$ cat config.mk
export PLATFORM = sky130hd
export DESIGN_NAME = sncr_switch_node_config_regs
export DESIGN_NICKNAME = d
export VERILOG_FILES = /design/src/sncr_switch_node_config_regs.v
export VERILOG_INCLUDE_DIRS = /design/src /design/src/pkg
export SDC_FILE = /design/constraint.sdc
export NUM_CORES = 1
export LEC_CHECK = 0
export ABC_AREA = 0
export BUFFER_PORTS_ARGS = -buffer_cell sky130_fd_sc_hd__buf_2
export CORE_MARGIN = 2
export CORE_UTILIZATION = 40
export DETAILED_ROUTE_END_ITERATION = 6
export SLEW_MARGIN = 20
export SYNTH_ARGS = -nofsm -noshare
export SYNTH_HDL_FRONTEND = slang
export SYNTH_SLANG_ARGS = --single-unit
$ cat constraint.sdc
create_clock -name core_clk -period 3.38 [get_ports core_clk]
set_input_delay 0.507 -clock core_clk [delete_from_list [all_inputs] [get_ports core_clk]]
set_output_delay 0.507 -clock core_clk [all_outputs]
set_load 0.02 [all_outputs]
$ cat src/pkg/sncr_consts.vh
// Constants for the switch node configuration register bank.
`ifndef SNCR_CONSTS_VH
`define SNCR_CONSTS_VH
`define SNCR_ADDR_DEVICE_ID 8'h00
`define SNCR_ADDR_SWITCH_DESC 8'h01
`define SNCR_ADDR_SWITCH_CFG 8'h04
`define SNCR_ADDR_NODE_ID 8'h05
`define SNCR_ADDR_PLL 8'h06
`define SNCR_ADDR_SWCLK_DIV 8'h07
`define SNCR_ADDR_REFCLK_DIV 8'h08
`define SNCR_ADDR_JTAG_ID 8'h09
`define SNCR_ADDR_USER_CODE 8'h0a
`define SNCR_ADDR_DIR_LOW 8'h0c
`define SNCR_ADDR_DIR_HIGH 8'h0d
`define SNCR_ADDR_SPARE 8'h10
`define SNCR_CFG_CTRL_LOCK 31
`define SNCR_CFG_PLL_LOCK 8
`define SNCR_CFG_HDR_ONE_BYTE 0
`define SNCR_PLL_NO_RESET 31
`define SNCR_PLL_NO_WAIT 30
`define SNCR_PLL_BYPASS 29
`define SNCR_PLL_BOOT_JTAG 28
`define SNCR_PLL_WRITE_MASK 32'hf39f_ff7f
`define SNCR_PLL_RESET_VALUE 32'h0000_0000
`define SNCR_REFCLK_RESET 16'h0003
`define SNCR_SWCLK_RESET 16'h0000
`define SNCR_TILE_RESET_NS 100
`endif

$ cat src/sncr_switch_node_config_regs.v
// Configuration register bank and routing decision of the switch node.
// Operation
// - Boot pins captured after reset release in 23:16
// - Revision 15:8, version 7:0, read-only
// - Description reports links and processor counts
// - Config bit 31 locks switch control writes
// - Config bit 8 locks PLL register writes
// - Config bit 0 selects header length
// - Sixteen-bit node identifier, upper bits zero
// - PLL write resets tile unless bit 31
// - PLL bit 31 skips tile reset
// - PLL bit 30 skips relock wait
// - PLL bit 29 bypasses the PLL
// - PLL bit 28 selects JTAG boot
// - Output divider in 25:23, minus one
// - Feedback multiplier in 20:8, minus one
// - Input divider in 6:0, minus one
// - Switch clock divider 15:0, reset zero
// - Reference clock divider 15:0, reset three
// - User code: OTP code and metal ID
// - Low table: directions for bits 0-7
// - Route by highest mismatching identifier bit
// - High table: directions for bits 8-15
// - Links whose direction matches carry packet
`timescale 1ns/100ps
`default_nettype none
`include "sncr_consts.vh"
module sncr_switch_node_config_regs #(
  parameter NUM_LINKS = 8,
  parameter [7:0] SWITCH_REVISION = 8'h01,
  parameter [7:0] SWITCH_VERSION = 8'h01,
  parameter [7:0] PROCS_ON_SWITCH = 8'h02,
  parameter [7:0] PROCS_ON_DEVICE = 8'h02,
  // Arbitrary identity values.
  parameter [31:0] JTAG_ID_CODE = 32'h1234_5001,
  parameter [17:0] METAL_ID_CODE = 18'h00001,
  parameter TILE_RESET_CYCLES = (`SNCR_TILE_RESET_NS * 200 + 999) / 1000
) (
  input wire core_clk,
  input wire reset_n,
  input wire [7:0] boot_select_pins,
  input wire [13:0] otp_user_code,
  input wire cfg_write,
  input wire cfg_read,
  input wire [7:0] cfg_addr,
  input wire [31:0] cfg_wdata,
  output reg [31:0] cfg_rdata,
  output reg cfg_ack,
  input wire [4*NUM_LINKS-1:0] link_direction,
  input wire pkt_valid,
  input wire [15:0] pkt_dest,
  output reg route_valid,
  output reg route_local,
  output reg [3:0] route_direction,
  output reg [NUM_LINKS-1:0] route_links,
  output reg header_one_byte,
  output reg ctrl_write_locked,
  output reg pll_write_locked,
  output reg [31:0] pll_control_register,
  output reg pll_bypass,
  output reg boot_from_jtag,
  output reg pll_skip_relock,
  output reg tile_reset,
  output reg [15:0] switch_clock_divider,
  output reg [15:0] reference_clock_divider
);
  reg [7:0] boot_meta;
  reg [7:0] boot_sync;
  reg [7:0] boot_captured;
  reg boot_taken;
  reg [15:0] node_identifier;
  reg [31:0] direction_table_low;
  reg [31:0] direction_table_high;
  reg [1:0] spare_control;
  reg [15:0] tile_count;
  reg [31:0] next_rdata;
  reg [4:0] hi_bit;
  reg [3:0] next_dir;
  wire [15:0] mismatch;
  wire [63:0] dir_table;
  wire ctrl_wr_ok;
  wire pll_wr;
  reg [NUM_LINKS-1:0] next_links;
  integer i;
  genvar g;
  reg [1:0] boot_wait;
  reg [1:0] tile_state;
  reg [1:0] next_tile_state;
  wire tile_start;
  wire wr_cfg;
  wire wr_node;
  wire wr_swclk;
  wire wr_refclk;
  wire wr_dir_low;
  wire wr_dir_high;
  wire wr_spare;
  wire [31:0] rd_device_id;
  wire [31:0] rd_switch_desc;
  wire [31:0] rd_switch_cfg;
  wire [31:0] rd_node_id;
  wire [31:0] rd_swclk;
  wire [31:0] rd_refclk;
  wire [31:0] rd_user_code;
  wire [31:0] rd_spare;
  wire [15:0] above_clear;
  wire [15:0] top_mismatch;
  localparam TILE_IDLE = 2'b01;
  localparam TILE_HOLD = 2'b10;

  assign mismatch = pkt_dest ^ node_identifier;
  assign dir_table = {direction_table_high, direction_table_low};
  // Locked writes are dropped without any error reply.
  assign ctrl_wr_ok = cfg_write & ~ctrl_write_locked;
  assign pll_wr = cfg_write & (cfg_addr == `SNCR_ADDR_PLL) & ~pll_write_locked;

  // Pins are synchronised, then held once after reset release.
  always @(posedge core_clk or negedge reset_n) begin
    if (!reset_n) begin
      boot_meta <= 8'h00;
      boot_sync <= 8'h00;
      boot_captured <= 8'h00;
      boot_taken <= 1'b0;
      boot_wait <= 2'h0;
    end else begin
      boot_meta <= boot_select_pins;
      boot_sync <= boot_meta;
      // Capture waits until the pin level has crossed both synchroniser stages.
      if (!boot_taken) begin
        if (boot_wait == 2'h2) begin
          boot_captured <= boot_sync;
          boot_taken <= 1'b1;
        end else begin
          boot_wait <= boot_wait + 2'h1;
        end
      end
    end
  end

  // One write enable per register; the control lock gates all but 0x04 and 0x06, which has the PLL lock instead.
  assign wr_cfg = cfg_write & (cfg_addr == `SNCR_ADDR_SWITCH_CFG);
  assign wr_node = ctrl_wr_ok & (cfg_addr == `SNCR_ADDR_NODE_ID);
  assign wr_swclk = ctrl_wr_ok & (cfg_addr == `SNCR_ADDR_SWCLK_DIV);
  assign wr_refclk = ctrl_wr_ok & (cfg_addr == `SNCR_ADDR_REFCLK_DIV);
  assign wr_dir_low = ctrl_wr_ok & (cfg_addr == `SNCR_ADDR_DIR_LOW);
  assign wr_dir_high = ctrl_wr_ok & (cfg_addr == `SNCR_ADDR_DIR_HIGH);
  assign wr_spare = ctrl_wr_ok & (cfg_addr == `SNCR_ADDR_SPARE);

  // The configuration bits are never themselves locked, so a lock can be lifted.
  always @(posedge core_clk or negedge reset_n) begin
    if (!reset_n) begin
      ctrl_write_locked <= 1'b0;
      pll_write_locked <= 1'b0;
      header_one_byte <= 1'b0;
    end else if (wr_cfg) begin
      ctrl_write_locked <= cfg_wdata[`SNCR_CFG_CTRL_LOCK];
      pll_write_locked <= cfg_wdata[`SNCR_CFG_PLL_LOCK];
      header_one_byte <= cfg_wdata[`SNCR_CFG_HDR_ONE_BYTE];
    end
  end

  always @(posedge core_clk or negedge reset_n) begin
    if (!reset_n) begin
      node_identifier <= 16'h0000;
    end else if (wr_node) begin
      node_identifier <= cfg_wdata[15:0];
    end
  end

  always @(posedge core_clk or negedge reset_n) begin
    if (!reset_n) begin
      switch_clock_divider <= `SNCR_SWCLK_RESET;
    end else if (wr_swclk) begin
      switch_clock_divider <= cfg_wdata[15:0];
    end
  end

  always @(posedge core_clk or negedge reset_n) begin
    if (!reset_n) begin
      reference_clock_divider <= `SNCR_REFCLK_RESET;
    end else if (wr_refclk) begin
      reference_clock_divider <= cfg_wdata[15:0];
    end
  end

  always @(posedge core_clk or negedge reset_n) begin
    if (!reset_n) begin
      direction_table_low <= 32'h0000_0000;
    end else if (wr_dir_low) begin
      direction_table_low <= cfg_wdata;
    end
  end

  always @(posedge core_clk or negedge reset_n) begin
    if (!reset_n) begin
      direction_table_high <= 32'h0000_0000;
    end else if (wr_dir_high) begin
      direction_table_high <= cfg_wdata;
    end
  end

  always @(posedge core_clk or negedge reset_n) begin
    if (!reset_n) begin
      spare_control <= 2'h0;
    end else if (wr_spare) begin
      spare_control <= cfg_wdata[1:0];
    end
  end

  assign tile_start = pll_wr & ~cfg_wdata[`SNCR_PLL_NO_RESET];

  // Fields keep their minus-one codes; reserved bits are masked off.
  always @(posedge core_clk or negedge reset_n) begin
    if (!reset_n) begin
      pll_control_register <= `SNCR_PLL_RESET_VALUE;
    end else if (pll_wr) begin
      pll_control_register <= cfg_wdata & `SNCR_PLL_WRITE_MASK;
    end
  end

  always @(posedge core_clk or negedge reset_n) begin
    if (!reset_n) begin
      pll_bypass <= 1'b0;
      boot_from_jtag <= 1'b0;
      pll_skip_relock <= 1'b0;
    end else if (pll_wr) begin
      pll_bypass <= cfg_wdata[`SNCR_PLL_BYPASS];
      boot_from_jtag <= cfg_wdata[`SNCR_PLL_BOOT_JTAG];
      pll_skip_relock <= cfg_wdata[`SNCR_PLL_NO_WAIT];
    end
  end

  // A new accepted write restarts the hold, so the pulse never ends early.
  always @* begin
    next_tile_state = tile_state;
    case (tile_state)
      TILE_IDLE: begin
        if (tile_start) begin
          next_tile_state = TILE_HOLD;
        end
      end
      TILE_HOLD: begin
        if (!tile_start && tile_count <= 16'h0001) begin
          next_tile_state = TILE_IDLE;
        end
      end
      default: begin
        next_tile_state = TILE_IDLE;
      end
    endcase
  end

  always @(posedge core_clk or negedge reset_n) begin
    if (!reset_n) begin
      tile_state <= TILE_IDLE;
      tile_reset <= 1'b0;
      tile_count <= 16'h0000;
    end else begin
      tile_state <= next_tile_state;
      tile_reset <= next_tile_state[1];
      if (tile_start) begin
        tile_count <= TILE_RESET_CYCLES[15:0];
      end else if (tile_count > 16'h0001) begin
        tile_count <= tile_count - 16'h0001;
      end else begin
        tile_count <= 16'h0000;
      end
    end
  end

  // Read words are assembled here; reserved fields always read as zero.
  assign rd_device_id = {8'h00, boot_captured, SWITCH_REVISION, SWITCH_VERSION};
  assign rd_switch_desc = {8'h00, NUM_LINKS[7:0], PROCS_ON_SWITCH, PROCS_ON_DEVICE};
  assign rd_switch_cfg = {ctrl_write_locked, 22'h000000, pll_write_locked, 7'h00,
    header_one_byte};
  assign rd_node_id = {16'h0000, node_identifier};
  assign rd_swclk = {16'h0000, switch_clock_divider};
  assign rd_refclk = {16'h0000, reference_clock_divider};
  assign rd_user_code = {otp_user_code, METAL_ID_CODE};
  assign rd_spare = {30'h00000000, spare_control};

  always @* begin
    case (cfg_addr)
      `SNCR_ADDR_DEVICE_ID: next_rdata = rd_device_id;
      `SNCR_ADDR_SWITCH_DESC: next_rdata = rd_switch_desc;
      `SNCR_ADDR_SWITCH_CFG: next_rdata = rd_switch_cfg;
      `SNCR_ADDR_NODE_ID: next_rdata = rd_node_id;
      `SNCR_ADDR_PLL: next_rdata = pll_control_register;
      `SNCR_ADDR_SWCLK_DIV: next_rdata = rd_swclk;
      `SNCR_ADDR_REFCLK_DIV: next_rdata = rd_refclk;
      `SNCR_ADDR_JTAG_ID: next_rdata = JTAG_ID_CODE;
      `SNCR_ADDR_USER_CODE: next_rdata = rd_user_code;
      `SNCR_ADDR_DIR_LOW: next_rdata = direction_table_low;
      `SNCR_ADDR_DIR_HIGH: next_rdata = direction_table_high;
      `SNCR_ADDR_SPARE: next_rdata = rd_spare;
      default: next_rdata = 32'h0000_0000;
    endcase
  end

  always @(posedge core_clk or negedge reset_n) begin
    if (!reset_n) begin
      cfg_rdata <= 32'h0000_0000;
      cfg_ack <= 1'b0;
    end else begin
      cfg_ack <= cfg_read | cfg_write;
      if (cfg_read) begin
        cfg_rdata <= next_rdata;
      end
    end
  end

  // Each bit knows whether all higher bits agree, giving a one-hot top mismatch.
  generate
    for (g = 0; g < 16; g = g + 1) begin : hi_scan
      if (g == 15) begin : top
        assign above_clear[g] = 1'b1;
      end else begin : rest
        assign above_clear[g] = ~|mismatch[15:g+1];
      end
      assign top_mismatch[g] = mismatch[g] & above_clear[g];
    end
  endgenerate

  // The one-hot top mismatch is encoded into a table index.
  always @* begin
    hi_bit = 5'h00;
    for (i = 0; i < 16; i = i + 1) begin
      if (top_mismatch[i]) begin
        hi_bit = i[4:0];
      end
    end
    next_dir = dir_table[{hi_bit[3:0], 2'b00} +: 4];
  end

  generate
    for (g = 0; g < NUM_LINKS; g = g + 1) begin : link_match
      always @* begin
        next_links[g] = (link_direction[4*g +: 4] == next_dir);
      end
    end
  endgenerate

  always @(posedge core_clk or negedge reset_n) begin
    if (!reset_n) begin
      route_valid <= 1'b0;
      route_local <= 1'b0;
      route_direction <= 4'h0;
      route_links <= {NUM_LINKS{1'b0}};
    end else begin
      route_valid <= pkt_valid;
      route_local <= pkt_valid & (mismatch == 16'h0000);
      route_direction <= (mismatch == 16'h0000) ? 4'h0 : next_dir;
      route_links <= (pkt_valid && mismatch != 16'h0000) ? next_links
        : {NUM_LINKS{1'b0}};
    end
  end
endmodule // sncr_switch_node_config_regs
`default_nettype wire

* After elaboration in Yosys (flattened, before gate mapping)
Cells that the tools add are included.
Operators by class: add/sub/neg operators 2, $mul 0, div/mod/pow operators 0, $lt $le $gt $ge 2, equal/unequal tests 24, shift-type cells 1, mux-type cells 25, bitwise logic cells 33, reduce and logical (&&, ||, !) cells 36
Operators with widths (number):
- 32-bit one-hot mux with 12 select lines | 1
- 64-bit by 7-bit variable part select with 4-bit output | 1
- 4-bit 2-to-1 mux | 15
- 8-bit by 4-bit == test with 1-bit output, second input constant | 5
- 4-bit == test | 8
- 8-bit by 3-bit == test with 1-bit output, second input constant | 4
- 16-bit 2-to-1 mux | 2
- 1-bit AND | 26
- 16-bit by 1-bit greater-than comparator with 1-bit output, second input constant | 1
- 16-bit by 1-bit <= comparator with 1-bit output, second input constant | 1
- 16-bit zero test | 1
- 16-bit nonzero test | 1
- 16-bit by 1-bit subtractor with 16-bit output, second input constant | 1
- 16-bit bitwise XOR | 1
- 1-bit zero test | 15
- 14-bit OR reduction | 1
- 13-bit OR reduction | 1
- 12-bit OR reduction | 1
- 11-bit OR reduction | 1
- 10-bit OR reduction | 1
- 9-bit OR reduction | 1
- 8-bit by 1-bit == test with 1-bit output, second input constant | 1
- 8-bit by 5-bit == test with 1-bit output, second input constant | 1
- 8-bit zero test | 1
- 19 further kinds | 31
Word-level totals: bits in registers 239, bits in latches 0, bits in writable memories 0, ROM bits 0, input bits 115, output and inout bits 118, logic and storage cells 150, memories 0

* Logic depth before layout (Yosys ltp)
depth after elaboration 22, mapped depth 11, mapped depth without buffers 10

* Worst setup path before layout
OpenSTA, ideal clock, no wires.
kind input to register, start point input pkt_dest[15], end point register route_links[0], library setup time 0.096 ns, data arrival time 2.984 ns, required time 3.284 ns, slack 0.301 ns, stages on the path 11, buffers on the path 1, cells stage by stage xor2_1 > or4_1 > a211oi_2 > o21a_2 > buf_4 > nand2_1 > a32oi_1 > mux2i_1 > mux2i_4 > xor2_1 > nor4_2
On the way: cells in the longest elaborated chain, start to end 22, elaborated cells on any way between the ends 62, classes of those cells eq/ne (1); shift (1); mux (16); bitwise (15); reduce/logical (29)
RTL lines:
- start, declared | RTL line sncr_switch_node_config_regs.v:51 | input wire [15:0] pkt_dest,
- 16-bit bitwise XOR * | RTL line sncr_switch_node_config_regs.v:110 | assign mismatch = pkt_dest ^ node_identifier;
- 14-bit OR reduction | RTL line sncr_switch_node_config_regs.v:317 | assign above_clear[g] = ~|mismatch[15:g+1];
- 1-bit zero test | RTL line sncr_switch_node_config_regs.v:317
- 1-bit AND | RTL line sncr_switch_node_config_regs.v:319 | assign top_mismatch[g] = mismatch[g] & above_clear[g];
- 1-bit 2-to-1 mux | RTL line sncr_switch_node_config_regs.v:327 | if (top_mismatch[i]) begin
- 4-bit 2-to-1 mux (14 in series) | RTL line sncr_switch_node_config_regs.v:327
- 64-bit by 7-bit variable part select with 4-bit output | RTL line sncr_switch_node_config_regs.v:331 | next_dir = dir_table[{hi_bit[3:0], 2'b00} +: 4];
- 4-bit == test | RTL line sncr_switch_node_config_regs.v:337 | next_links[g] = (link_direction[4*g +: 4] == next_dir);
- 8-bit 2-to-1 mux * | RTL line sncr_switch_node_config_regs.v:352 | route_links <= (pkt_valid && mismatch != 16'h0000) ? next_links
- end signal, assigned | RTL line sncr_switch_node_config_regs.v:347 | route_links <= {NUM_LINKS{1'b0}};
- end signal, assigned | RTL line sncr_switch_node_config_regs.v:352
- end, declared | RTL line sncr_switch_node_config_regs.v:55 | output reg [NUM_LINKS-1:0] route_links,
Every way passes the cells marked *; elsewhere a longest branch is shown, timed or not. A chain may end at the register's enable or synchronous reset.

* Worst setup path after layout
start point register node_identifier[15], end point register route_links[2]
On the way: cells in the longest elaborated chain, start to end 22, elaborated cells on any way between the ends 62, classes of those cells eq/ne (1); shift (1); mux (16); bitwise (15); reduce/logical (29)
RTL lines:
- start, declared | RTL line sncr_switch_node_config_regs.v:71 | reg [15:0] node_identifier;
- start signal, assigned | RTL line sncr_switch_node_config_regs.v:165 | node_identifier <= cfg_wdata[15:0];
- 16-bit bitwise XOR * | RTL line sncr_switch_node_config_regs.v:110
- 14-bit OR reduction | RTL line sncr_switch_node_config_regs.v:317
- 1-bit zero test | RTL line sncr_switch_node_config_regs.v:317
- 1-bit AND | RTL line sncr_switch_node_config_regs.v:319
- 1-bit 2-to-1 mux | RTL line sncr_switch_node_config_regs.v:327
- 4-bit 2-to-1 mux (14 in series) | RTL line sncr_switch_node_config_regs.v:327
- 64-bit by 7-bit variable part select with 4-bit output | RTL line sncr_switch_node_config_regs.v:331
- 4-bit == test | RTL line sncr_switch_node_config_regs.v:337
- 8-bit 2-to-1 mux * | RTL line sncr_switch_node_config_regs.v:352
Marked as above.

==> reports/results.txt <==
Power density cells: 500 mW/mm²
Drt first pass iters: 7
Number of synthesized flops with an enable pin: 0
Vias in the first global route: 9050
Dpl ws: -108 ps
R2R Path End: route_links[2]
# clock sinks: 236
Crit end category: register
# DRC: 0
CP Launch Point: node_identifier[15]
Nets@finish: 1422
Post-synth ARST share: 100%
CP bufs+invs: 2
DR vias/cell: 5.38
Synth warn: 0
Hpwl dp: 26.7 mm
Share of cells above drive strength 1: 42.6%
Fin. Hold Viols: 0
Worst Hold Class: primary input to register
Routed WL: 35.8 mm
RD Place Congestion: 0.946
DR WL/cell: 21.0 µm
Cell row count: 62
Die Wd: 174 µm
First-iteration detailed-routing DRC count: 675
Actual slew at the worst max-slew pin: 903 ps
Post-route ant nets: 0
Period utilization: 95.5%
FF+latch count, synth: 236
Max stage delay on crit path: 600 ps
Cell variety after synth: 71
Rel. slew slack: 39.7%
Final core occ: 51.3%
Critical path depth: 12
Setup Viol. Count Final: 0
Io pins: 233
Part of the Yosys area used for sequential elements: 51.1%
Number of H-tree levels: 1
Clock skew: 11.8 ps
# Max-Cap Violations: 0
First-pass GRT wire length: 54.5 mm
Main synth FF type: dfrtp_1
Worst setup path endpoint: route_links[2]
Synth Area per Inst: 11.4 µm²
TritonCTS clock tree: done
Worst vdd ir: 0.304 mV
Element type at the critical path start: register
Crit path required time: 3820 ps
Initial antenna violation count: 0
Reg2Reg Setup Slack: 150 ps
P_leak: 7.17 nW
GRT overflow: 0
Worst-skew pair later-pin latency: 530 ps
Setup TNS: 0 ps
GRT Total Usage: 23.3%
# port buffers: 227
CTS Buffer Depth: 3
WHS: 82.4 ps
Crit-path max FO: 9
Full die area: 0.0303 mm²
Max Slew Vio Count: 0
CP dominant cell by count: xor2_1
Data arrival, critical path: 3670 ps
Post-layout min period: 3230 ps
Worst Slack Setup Final: 151 ps
Slowest stage cell, crit path: or4_1
Syn Inst Count: 1015
Cell chain of the critical path: xor2_1 > or4_1 > a211oi_4 > o21a_2 > a221oi_1 > a32oi_1 > mux2i_1 > buf_4 > mux2i_4 > buf_12 > xor2_1 > nor4_2
Worst r2r path cells: 12
Core footprint: 0.0286 mm²
Vias after detailed routing: 9176
Clock transition at path regs: 60 ps
Initial Utilization: 40.4%
Largest net degree at the start of global routing: 88
CTS Buf Count: 27
Delay-heaviest family, CP: compound AO/OA/AOI/OAI gates
Unrepaired setup endpoints after global routing: no
# diodes: 0
Post-synthesis instance area: 0.0116 mm²
Layout area overhead: 26.8%
RR Startpoint: node_identifier[15]
Setup CP Type: register to register
Die height: 174 µm
Outcome: complete, no violations
Root Buffer Master: clkbuf_16
Fmax achieved: 310 MHz
[worst min-delay path by stage]
stage | from | slack [ps] | to | cells past startpoint
detailed placement | boot_meta[7] | 330 | boot_sync[7] | 0
global placement | boot_meta[6] | 330 | boot_sync[6] | 0
finish | boot_select_pins[6] | 80 | boot_meta[6] | 1
global route | boot_select_pins[6] | 50 | boot_meta[6] | 1
floorplan | reset_n | 210 | boot_captured[0] | 0
CTS | reset_n | 5 | cfg_rdata[12] | 1
[placed cells by master, fill, tap and decap left out, types with 20 or more instances in the layout]
cell type / count
clkbuf_16: 27
nor2_1: 83
nand2_1: 123
buf_2: 226
buf_4: 76
a21oi_1: 47
xor2_1: 20
mux2i_1: 30
xnor2_1: 34
mux2_2: 155
dfrtp_1: 233
[power by group]
| group | internal (mW) | switching [mW] | leakage (nW) |
|---|---|---|---|
| combinational | 0.543 | 0.680 | 3.64 |
| clock | 1.68 | 1.18 | 0.427 |
| sequential | 3.06 | 0.200 | 3.11 |
[layer usage]
layer  track usage [%]  share of wire (%)  vias to the layer above
li1                  -                  -                     4230
met5                 0                  0                        -
met3              4.13                6.2                       43
met2              37.1                 47                      293
met1              33.1                 45                     4610
met4              6.20                1.9                        0
[logic make-up after synthesis]
kind of cell | count (synthesis) | share of synthesized area, %
AOI/OAI and AO/OA | 160 | 10.2
buffers and inverters | 71 | 2.68
adders and majority gates | 3 | 0.324
other | 1 | 0.0324
muxes | 195 | 19.4
xor gates and xnor gates | 58 | 4.39
DFF | 236 | 51.1
and+or+nand+nor | 291 | 11.9
[synth_stat cells, types with 5 or more instances]
master    number  area, µm²
a21oi_1       47        235
nand2_1      123        462
nor4_2         7       87.6
mux2_2       155       1750
a31oi_1        7       43.8
clkbuf_1      38        143
a22o_1        13        114
inv_1         14       52.6
o21ai_0       15       75.1
a211oi_1       9       67.6
xor2_1        23        201
nor4_1         6       37.5
nand2b_1       6       37.5
xnor2_1       35        307
a22oi_1        6       45.0
buf_1          7       26.3
mux2i_1       32        320
a222oi_1      16        160
o22ai_1        6       37.5
nor3_1        14       70.1
nand4_1        7       43.8
buf_4          9       67.6
nand3_1       11       55.1
nor2_1        83        312
dfrtp_1      233       5830
a221oi_1      10       87.6
mux4_2         5        113
nor2b_1        6       37.5
[layout make-up]
type,count,area [µm²]
Timing Repair Buffer,313,1910
Fill cell,2602,14000
Multi-Input combinational cell,712,5460
Clock buffer,34,732
Sequential cell,236,5910
Tap cell,384,480
Inverter,14,52.6
Clock inverter,14,133
[flip-flops by register name (all words and copies together) (netlist names), 16 cells and up]
register,cells
pll_control_register,27
cfg_rdata,32
direction_table_low,32
node_identifier,16
switch_clock_divider,16
tile_count,16
direction_table_high,32
reference_clock_divider,16
[metrics by stage]
stage / std cells / area, µm² / total power [mW]
after CTS: 1704 / 14500 / 7.37
final: 1707 / 14700 / 7.34
after global routing: 1707 / 14700 / 7.68
after detailed placement: 1655 / 13700 / 4.49
after floorplan: 1019 / 11600 / 3.97
after global placement: 1655 / 13700 / 4.46
[timing repair]
action,4_1_cts,5_1_grt
gates resized for setup,0,13
endpoints found under the hold margin,0,2
setup endpoints to repair,1,8
cloned,0,0
pin swaps,0,1
setup buffers,1,2
hold buffers,0,1
[worst register-to-register path: cells and delay by family, from the launching register on]
kind / cells / cell delay (ps)
flops: 1 / 490
simple gates: 2 / 860
mux: 2 / 280
buf+inv: 2 / 320
xor+xnor: 2 / 280
compound gates: 4 / 900
No activity file was read; power rests on OpenSTA's default activity.
